<file path="src/fbe_pkg.sv">
// Package for the memory bit error reporting block
package fbe_pkg;
    // Cause codes for the reset and NMI vectors (arbitrary values)
    localparam logic [7:0] RST_NONE = 8'h00;
    localparam logic [7:0] RST_UNCORR = 8'h1e;
    localparam logic [7:0] NMI_NONE = 8'h00;
    localparam logic [7:0] NMI_UNCORR = 8'h02;
    localparam logic [7:0] NMI_CORR = 8'h04;
    // Reset values of the controls
    localparam logic CTL_EN_RESET = 1'b0;
    localparam logic PWR_EN_RESET = 1'b1;
    // Length of the generated reset pulse in cycles
    localparam int PUC_CYCLES = 4;
    localparam logic [2:0] PUC_LAST = 3'h3;

    typedef struct packed {
        logic uncorrectable_reset_enable;
        logic uncorrectable_irq_enable;
        logic correctable_irq_enable;
        logic memory_power_enable;
    } fbe_ctl_a_t;

    typedef struct packed {
        logic uncorrectable_error_flag;
        logic correctable_error_flag;
    } fbe_flags_t;
endpackage : fbe_pkg

</file>
<file path="src/fbe_report.sv">
// Bit error flagging, reset and NMI request logic of the memory controller
`timescale 1ns/1ps
// What this block does
// - An uncorrectable error sets the uncorrectable flag.
// - Uncorrectable flag with irq enable and reset disabled should request an NMI (silicon did not).
// - With the reset enable set, an uncorrectable error triggers a power-up-clear reset.
// - Such a reset loads the uncorrectable cause into the reset vector.
// - With its irq enable set, an uncorrectable error raises an NMI with its vector value.
// - With its irq enable set, a correctable error raises an NMI with its vector value unless an uncorrectable NMI arrives in the same cycle.
// - Spurious uncorrectable detection can occur at fast clock rates.
// - A reset from spurious detection leaves the vector at 0x00 and the flag at 0.
// - After low-power wake-up, false errors may be reported and acted on per the enables.
// - Writing the power enable to 0 switches the memory supply off.
module fbe_report (
    input wire logic mclk,
    input wire logic rst,
    input wire logic ctl_we,
    input wire fbe_pkg::fbe_ctl_a_t ctl_wdata,
    input wire logic flag_clr_we,
    input wire fbe_pkg::fbe_flags_t flag_clr_mask,
    input wire logic uncorr_detect,
    input wire logic corr_detect,
    input wire logic spurious_detect,
    input wire logic nmi_ack,
    output fbe_pkg::fbe_ctl_a_t ctl,
    output fbe_pkg::fbe_flags_t flags,
    output logic [7:0] reset_cause_vector,
    output logic [7:0] system_nmi_vector,
    output logic nmi_req,
    output logic power_up_clear_reset,
    output logic memory_power_enable
);
    import fbe_pkg::*;

    ////////////////////////////////////////////////////////////////////
    // One-hot states of the reset pulse generator
    typedef enum logic [1:0] {
        PUC_IDLE = 2'b01,
        PUC_PULSE = 2'b10
    } fbe_puc_state_t;

    fbe_puc_state_t puc_state;
    fbe_puc_state_t next_puc_state;
    logic [2:0] puc_cnt;
    logic [2:0] next_puc_cnt;
    fbe_ctl_a_t next_ctl;
    logic next_power;
    logic [7:0] next_cause;
    logic next_nmi_req;

    // Set beats a clear arriving in the same cycle
    function automatic logic flag_next(
        input logic set,
        input logic held,
        input logic clr_we,
        input logic clr_bit
    );
        return set | (held & ~(clr_we & clr_bit));
    endfunction : flag_next

    ////////////////////////////////////////////////////////////////////
    wire puc_busy = (puc_state == PUC_PULSE);
    wire puc_done = puc_busy & (puc_cnt == PUC_LAST);
    // Spurious detection and genuine errors both act; only genuine ones record
    wire uncorr_any = uncorr_detect | spurious_detect;
    wire trig_puc = uncorr_any & ctl.uncorrectable_reset_enable & ~puc_busy;
    wire uncorr_nmi = uncorr_detect & ctl.uncorrectable_irq_enable;
    wire corr_nmi = corr_detect & ctl.correctable_irq_enable;
    wire next_uflag = flag_next(uncorr_detect, flags.uncorrectable_error_flag,
        flag_clr_we, flag_clr_mask.uncorrectable_error_flag);
    wire next_cflag = flag_next(corr_detect, flags.correctable_error_flag,
        flag_clr_we, flag_clr_mask.correctable_error_flag);
    // Uncorrectable outranks correctable; a fresh cause outranks the ack
    wire [7:0] next_nmi_vec = uncorr_nmi ? NMI_UNCORR
        : corr_nmi ? NMI_CORR
        : nmi_ack ? NMI_NONE : system_nmi_vector;
    assign next_nmi_req = uncorr_nmi | corr_nmi | (nmi_req & ~nmi_ack);
    assign next_ctl = ctl_we ? ctl_wdata : ctl;
    assign next_power = ctl_we ? ctl_wdata.memory_power_enable : memory_power_enable;
    // Spurious-only reset leaves the cause undefined, so it reads as none
    assign next_cause = uncorr_detect ? RST_UNCORR : RST_NONE;
    assign next_puc_cnt = (puc_busy && !puc_done) ? puc_cnt + 3'h1 : 3'h0;

    // Detections during the pulse are ignored, so the pulse never stretches
    always_comb begin
        next_puc_state = puc_state;
        unique case (puc_state)
            PUC_IDLE: begin
                if (trig_puc) next_puc_state = PUC_PULSE;
            end
            PUC_PULSE: begin
                if (puc_done) next_puc_state = PUC_IDLE;
            end
            default: begin
                next_puc_state = PUC_IDLE;
            end
        endcase
    end

    ////////////////////////////////////////////////////////////////////
    // Brown-out reset only; the generated reset must not clear its own record
    always_ff @(posedge mclk or posedge rst) begin
        if (rst) begin
            ctl <= '{CTL_EN_RESET, CTL_EN_RESET, CTL_EN_RESET, PWR_EN_RESET};
            memory_power_enable <= PWR_EN_RESET;
        end else begin
            ctl <= next_ctl;
            memory_power_enable <= next_power;
        end
    end

    // Flags survive the generated reset so software can poll them afterwards
    always_ff @(posedge mclk or posedge rst) begin
        if (rst) begin
            flags <= '0;
        end else begin
            flags <= '{next_uflag, next_cflag};
        end
    end

    always_ff @(posedge mclk or posedge rst) begin
        if (rst) begin
            system_nmi_vector <= NMI_NONE;
            nmi_req <= 1'b0;
        end else begin
            system_nmi_vector <= next_nmi_vec;
            nmi_req <= next_nmi_req;
        end
    end

    always_ff @(posedge mclk or posedge rst) begin
        if (rst) begin
            puc_state <= PUC_IDLE;
            puc_cnt <= '0;
            power_up_clear_reset <= 1'b0;
        end else begin
            puc_state <= next_puc_state;
            puc_cnt <= next_puc_cnt;
            power_up_clear_reset <= (next_puc_state == PUC_PULSE);
        end
    end

    // Loaded only when a reset is launched, so it reads back after the pulse
    always_ff @(posedge mclk or posedge rst) begin
        if (rst) begin
            reset_cause_vector <= RST_NONE;
        end else if (trig_puc) begin
            reset_cause_vector <= next_cause;
        end
    end

    ////////////////////////////////////////////////////////////////////
    chk_puc_on_error: assert property (@(posedge mclk) disable iff (rst)
        trig_puc |=> power_up_clear_reset [*4] ##1 !power_up_clear_reset)
        else $error("reset pulse length wrong");
    chk_cause_loaded: assert property (@(posedge mclk) disable iff (rst)
        (trig_puc && uncorr_detect) |=> reset_cause_vector == RST_UNCORR)
        else $error("reset cause not loaded");
    chk_spurious_silent: assert property (@(posedge mclk) disable iff (rst)
        (trig_puc && !uncorr_detect) |=> reset_cause_vector == RST_NONE)
        else $error("spurious reset recorded");
    chk_uflag_set: assert property (@(posedge mclk) disable iff (rst)
        uncorr_detect |=> flags.uncorrectable_error_flag)
        else $error("uncorrectable flag not set");
    chk_flag_hold: assert property (@(posedge mclk) disable iff (rst)
        (flags.correctable_error_flag && !flag_clr_we) |=> flags.correctable_error_flag)
        else $error("flag lost without clear");
    chk_unmi_vec: assert property (@(posedge mclk) disable iff (rst)
        (uncorr_detect && ctl.uncorrectable_irq_enable)
        |=> nmi_req && system_nmi_vector == NMI_UNCORR)
        else $error("uncorrectable NMI missing");
    chk_cnmi_vec: assert property (@(posedge mclk) disable iff (rst)
        (corr_detect && ctl.correctable_irq_enable && !uncorr_detect)
        |=> nmi_req && system_nmi_vector == NMI_CORR)
        else $error("correctable NMI missing");
    chk_no_nmi: assert property (@(posedge mclk) disable iff (rst)
        (!nmi_req && !uncorr_nmi && !corr_nmi) |=> !nmi_req)
        else $error("NMI without cause");
    chk_power_off: assert property (@(posedge mclk) disable iff (rst)
        (ctl_we && !ctl_wdata.memory_power_enable) |=> !memory_power_enable)
        else $error("memory power not switched off");

    // Pulse generator guards
    chk_puc_no_retrigger: assert property (@(posedge mclk) disable iff (rst)
        $rose(power_up_clear_reset) |=> power_up_clear_reset [*3] ##1 !power_up_clear_reset)
        else $error("reset pulse retriggered");
    chk_puc_needs_enable: assert property (@(posedge mclk) disable iff (rst)
        (!ctl.uncorrectable_reset_enable && !power_up_clear_reset) |=> !power_up_clear_reset)
        else $error("reset pulse without enable");
    chk_cause_stable: assert property (@(posedge mclk) disable iff (rst)
        !trig_puc |=> $stable(reset_cause_vector))
        else $error("reset cause changed without reset");
    // Flag set, hold and clear
    chk_cflag_set: assert property (@(posedge mclk) disable iff (rst)
        corr_detect |=> flags.correctable_error_flag)
        else $error("correctable flag not set");
    chk_uflag_hold: assert property (@(posedge mclk) disable iff (rst)
        (flags.uncorrectable_error_flag && !flag_clr_we) |=> flags.uncorrectable_error_flag)
        else $error("uncorrectable flag lost without clear");
    chk_uflag_clear: assert property (@(posedge mclk) disable iff (rst)
        (flag_clr_we && flag_clr_mask.uncorrectable_error_flag && !uncorr_detect)
        |=> !flags.uncorrectable_error_flag)
        else $error("uncorrectable flag not cleared");
    chk_cflag_clear: assert property (@(posedge mclk) disable iff (rst)
        (flag_clr_we && flag_clr_mask.correctable_error_flag && !corr_detect)
        |=> !flags.correctable_error_flag)
        else $error("correctable flag not cleared");
    chk_spurious_no_flag: assert property (@(posedge mclk) disable iff (rst)
        (spurious_detect && !uncorr_detect && !flags.uncorrectable_error_flag)
        |=> !flags.uncorrectable_error_flag)
        else $error("spurious detection set the flag");
    // NMI and control register
    chk_nmi_hold: assert property (@(posedge mclk) disable iff (rst)
        (nmi_req && !nmi_ack) |=> nmi_req)
        else $error("NMI request dropped before ack");
    chk_nmi_ack: assert property (@(posedge mclk) disable iff (rst)
        (nmi_ack && !uncorr_nmi && !corr_nmi) |=> !nmi_req && system_nmi_vector == NMI_NONE)
        else $error("NMI not cleared by ack");
    chk_ctl_write: assert property (@(posedge mclk) disable iff (rst)
        ctl_we |=> ctl == $past(ctl_wdata))
        else $error("control write lost");
    chk_power_on: assert property (@(posedge mclk) disable iff (rst)
        (ctl_we && ctl_wdata.memory_power_enable) |=> memory_power_enable)
        else $error("memory power not switched on");
endmodule : fbe_report

</file>
<file path="config.mk">
export PLATFORM = sky130hd
export DESIGN_NAME = fbe_report
export DESIGN_NICKNAME = d
export VERILOG_FILES = /design/src/fbe_pkg.sv /design/src/fbe_report.sv
export SDC_FILE = /design/constraint.sdc
export NUM_CORES = 1
export LEC_CHECK = 0
export BUFFER_PORTS_ARGS = -buffer_cell sky130_fd_sc_hd__buf_2
export CORE_MARGIN = 4
export CORE_UTILIZATION = 43
export DETAILED_ROUTE_END_ITERATION = 12
export HOLD_SLACK_MARGIN = 0.08
export PLACE_DENSITY = 0.81
export SYNTH_ARGS = -nofsm -noshare
export SYNTH_HDL_FRONTEND = slang
export SYNTH_SLANG_ARGS = --single-unit
</file>
<file path="constraint.sdc">
create_clock -name mclk -period 2.7 [get_ports mclk]
set_clock_uncertainty 0.15 [all_clocks]
set_input_delay 0.27 -clock mclk [delete_from_list [all_inputs] [get_ports mclk]]
set_output_delay 0.27 -clock mclk [all_outputs]
set_load 0.01 [all_outputs]
</file>
# Word level (Yosys, flattened, before mapping)
# Index checks and enable logic that the tools add are counted.
[totals]
inputBits = 14
ff_bits = 29
word_cells = 47
out_inout_bits = 25
[op_classes]
bitwise = 19
n_mux = 8
add_sub_neg = 1
eq_ne = 4
reduce_logical = 3
[ops]
columns = ["op", "count"]
rows = [
  ["$mux W8", 3],
  ["$and A1 B1 Y1", 10],
  ["$mux W5", 1],
  ["$or A1 B1 Y1", 5],
  ["$eq A2 B2 Y1 const B", 2],
  ["$mux W2", 2],
  ["$not A1 Y1", 4],
  ["$pmux W2 S2", 1],
  ["$add A3 B1 Y3 const B", 1],
  ["$eq A3 B2 Y1 const B", 1],
  ["$mux W3", 1],
  ["$reduce_bool A3 Y1", 1],
  ["$eq A2 B1 Y1 const B", 1],
  ["$logic_and A1 B1 Y1", 1],
  ["$logic_not A1 Y1", 1],
]

# Logic depth before layout (Yosys ltp)
[logic_depth]
ltp_word = 6
ltp_mapped = 6
mapped_depth_nobuf = 6

# Least setup slack after synthesis
# Ideal clock, no wire load.
[synth_path]
path_kind = "reg2reg"
startpoint = "reg puc_state[0]"
endpoint = "reg puc_state[0]"
setup_slack_ns = 1.029
path_stages_with_launch = 7
required_time_ns = 2.466
arrival_ns = 1.437
path_buffers = 0
period_less_slack_ns = 1.671
path_cell_list = "dfstp_2 -> inv_1 -> ha_1 -> nand2b_1 -> o21ai_0 -> a22oi_1 -> or2_2"
[synth_via]
elab_chain_cells = 5
word_cells_on_any_way = 8
cone_classes = "2 x eq/ne; 3 x mux; 3 x bitwise"
[synth_rtl]
columns = ["element", "line", "text"]
rows = [
  ["start: declaration", "fbe_report.sv:42", "fbe_puc_state_t puc_state;"],
  ["start signal: assignment", "fbe_report.sv:137", "puc_state <= next_puc_state;"],
  ["$eq A2 B2 Y1", "fbe_report.sv:62, fbe_report.sv:87", ""],
  ["$not A1 Y1", "fbe_report.sv:66", "wire trig_puc = uncorr_any & ctl.uncorrectable_reset_enable & ~puc_busy;"],
  ["$and A1 B1 Y1", "fbe_report.sv:66", ""],
  ["$mux W2", "fbe_report.sv:89", "if (trig_puc) next_puc_state = PUC_PULSE;"],
  ["$pmux W2 S2 *", "fbe_report.sv:87", "unique case (puc_state)"],
  ["via next_puc_state[0]", "fbe_report.sv:43", "fbe_puc_state_t next_puc_state;"],
]
# Mark *: on every way through the listed nets, which the timed path passes. The rest lies on a longest branch.
# A chain may end at the register's enable or synchronous reset.

# Worst setup path after layout
# Ends and elaborated chain as after synthesis.

==> impl_metrics.toml <==
[drt]
wl_per_cell_um = 10.2
ant_nets = 0
highest_layer = "met4"
drtIter0Drc = 5
avgViaCountPerCell = 4.36
wl_met3_um = 134
wl_mm = 1.37
route.met2.wl_um = 632
route.detailed.drc = 0
wl_met1_um = 582
dr.pass1.iters = 3
vias = 584

[final_layout]
multiInputGateArea_um2 = 322
diodes = 0
final_cells = 134
final_cell_area_mm2 = 0.00102
fillCellCount = 163
drive_gt1_frac = 0.394
area_delta_synth_final_pct = 25.2
nNetsFinal = 129
layout.area.seq_um2 = 403

[job]
maxCapViolations = 0

[synth]
synth-seq-area-share = 0.492
syn_area_um2 = 818
synth_cell_types = 23
synth_ff_type = "dfrtp_1"
netlist_instances = 75
synth_fa_ha_area_frac = 0.0765
synthMuxAreaShare = 0.0550
synth_area_leader_cell = "dfrtp_1"
synth_top_family_by_area = "buffers and inverters"
yosys_warnings = 0
avgSynthCellArea_um2 = 10.9
synth-compound-area-share = 0.0780
ys_async_sr_fraction = 1.00
yosys-top-cells-area = "dfrtp_1 (43%), buf_4 (13%), ha_1 (7.6%), dfstp_2 (6.4%), mux2_2 (5.5%)"
synth_edf_count = 0
synth-xor-area-share = 0
yosys.area.top_type_share = 0.428
synthSimpleGateAreaFrac = 0.138
yosys_register_bits = 16
yosys-top-cells-count = "buf_4 (14), dfrtp_1 (14), nand2_1 (7), inv_1 (6), ha_1 (5)"

[floorplanning]
io_pins = 39
die_area_mm2 = 0.00267
fp.coreArea_mm2 = 0.00176
rows = 15
die_h_um = 51.6
die_w_um = 51.6
initial_utilization = 0.464

[cts]
cts.clk_slew.worst_paths_ns = 0.10
htree_levels = 1
root_buffer = "clkbuf_4"
cts_tree = "done"
cts_num_sinks = 16
clk_path_buf_depth = 2
cts_made_buffers = 3
post_cts_resized = 0
clk_latency_ns = 0.29

[hold_path]
hold_class = "input port to flop"
hold_end = "flags[0]$_DFF_PP0_"
holdPathStages = 3
hp-start = "flag_clr_mask[0]"

[timing]
relSlewSlack = 0.621
timing.fmax_mhz = 567
period_share = 0.653
setup_tns_ns = 0
tightest_slew_ns = 0.568
slew_violations = 0
rsz0062_at_grt = "false"
setup_viol = 0
hold_viol = 0
period_needed_ns = 1.76

[grt]
grt_pass1_wl_mm = 2.18
globalRouteOverflowTotal = 0
track_usage = 0.111
grt_max_degree = 17
antenna_found_initial = 0
grt_pass1_vias = 550

[placed_design]
gp_congestion = 0.741
port_buffers = 28
dpl_cell_area_um2 = 918
post-place-cells = 123

[setup_path]
crit_type = "flop to flop"
reg2reg_setup_slack_ns = 0.94
r2r_start = "puc_state[0]$_DFF_PP1_"
crit_fanout = 3
rr_worst_depth = 6
critPathArrivalTime_ns = 1.83
critPathCaptureType = "flop"
required_ns = 2.77
startpoint = "puc_state[0]$_DFF_PP1_"
cp-start-kind = "flop"
regToRegEndpoint = "puc_state[0]$_DFF_PP1_"

[power]
power_density_mw_per_mm2 = 684
power_leakage_uw = 0.000534
ir_drop_v = 0.000363

[run_status]
outcome = "completed"
[worst max-delay path by stage]
stage | slack (ns) | cells after the start | end
2_1_floorplan | 1.03 | 6 | puc_state[0]$_DFF_PP1_
3_3_place_gp | 0.99 | 6 | puc_state[0]$_DFF_PP1_
3_5_place_dp | 0.96 | 6 | puc_state[0]$_DFF_PP1_
4_1_cts | 0.94 | 6 | puc_state[0]$_DFF_PP1_
5_1_grt | 0.87 | 6 | power_up_clear_reset$_DFF_PP0_
6_report | 0.94 | 6 | puc_state[0]$_DFF_PP1_
[logic make-up (layout without fill, tap and decap cells)]
logic type / Yosys count / in the layout
flops: 16 / 16
compound gates: 8 / 8
buf+inv: 20 / 45
fa+ha+maj: 5 / 5
mux: 4 / 4
simple gates: 21 / 21
other cells: 1 / 10
[area by class of cell]
cell class | count | share of cell area
clock buffers | 4 | 0.0354
well taps | 25 | 0.0305
flip-flops and latches | 16 | 0.393
repair buffers | 35 | 0.205
multi-input cells | 48 | 0.314
inverters | 6 | 0.0220
[timing repair]
action / in CTS / in global routing
hold buffers: 7 / 0
setup buffers: 0 / 0
hold endpoints to repair: 20 / 0
[report_power, final]
part	internal (uW)	total (uW)	switching (uW)	leakage, uW
combinational	107	226	119	0.000320
clock	82.1	161	78.6	0.0000210
sequential	288	314	26.1	0.000193
total	477	701	224	0.000534
[layout by cell type, fill, tap and decap left out, types with 3 or more instances in the layout]
cell,instances
buf_2,28
dfrtp_1,14
mux2_2,4
nand2_1,7
nor2_1,4
clkbuf_4,3
conb_1,10
dlygate4sd3_1,7
ha_1,5
inv_1,6
nand2b_1,4
[per-stage QoR]
stage	utilization	setup WS (ns)	hold slack [ns]	power, uW
2_1_floorplan	-	1.03	0.0323	497
3_5_place_dp	0.521	0.961	0.212	539
6_report	0.581	0.938	0.0991	701
5_1_grt	0.581	0.866	0.0951	750
4_1_cts	0.581	0.939	0.103	707
3_3_place_gp	0.521	0.989	0.213	530
[layer usage]
metal | vias to the layer above | global-route usage
li1 | 286 | -
met1 | 266 | 0.132
met2 | 28 | 0.182
met3 | 4 | 0.0258
met4 | 0 | 0.0655
met5 | - | 0
[critical path, stage by stage (launching register included)]
cell      delay (ns)
dfstp_2         0.54
inv_1           0.06
ha_1            0.25
nand2b_1        0.15
o21ai_0         0.16
a22oi_1         0.10
or2_2           0.28
[state kept, by name (all words and copies together) (netlist names)]
signal and cells:
nmi_req 1, flags 2, power_up_clear_reset 1, memory_power_enable 1, puc_cnt 3, ctl 3
system_nmi_vector 2, puc_state 2, reset_cause_vector 1
No activity file was read; power rests on OpenSTA's default activity.
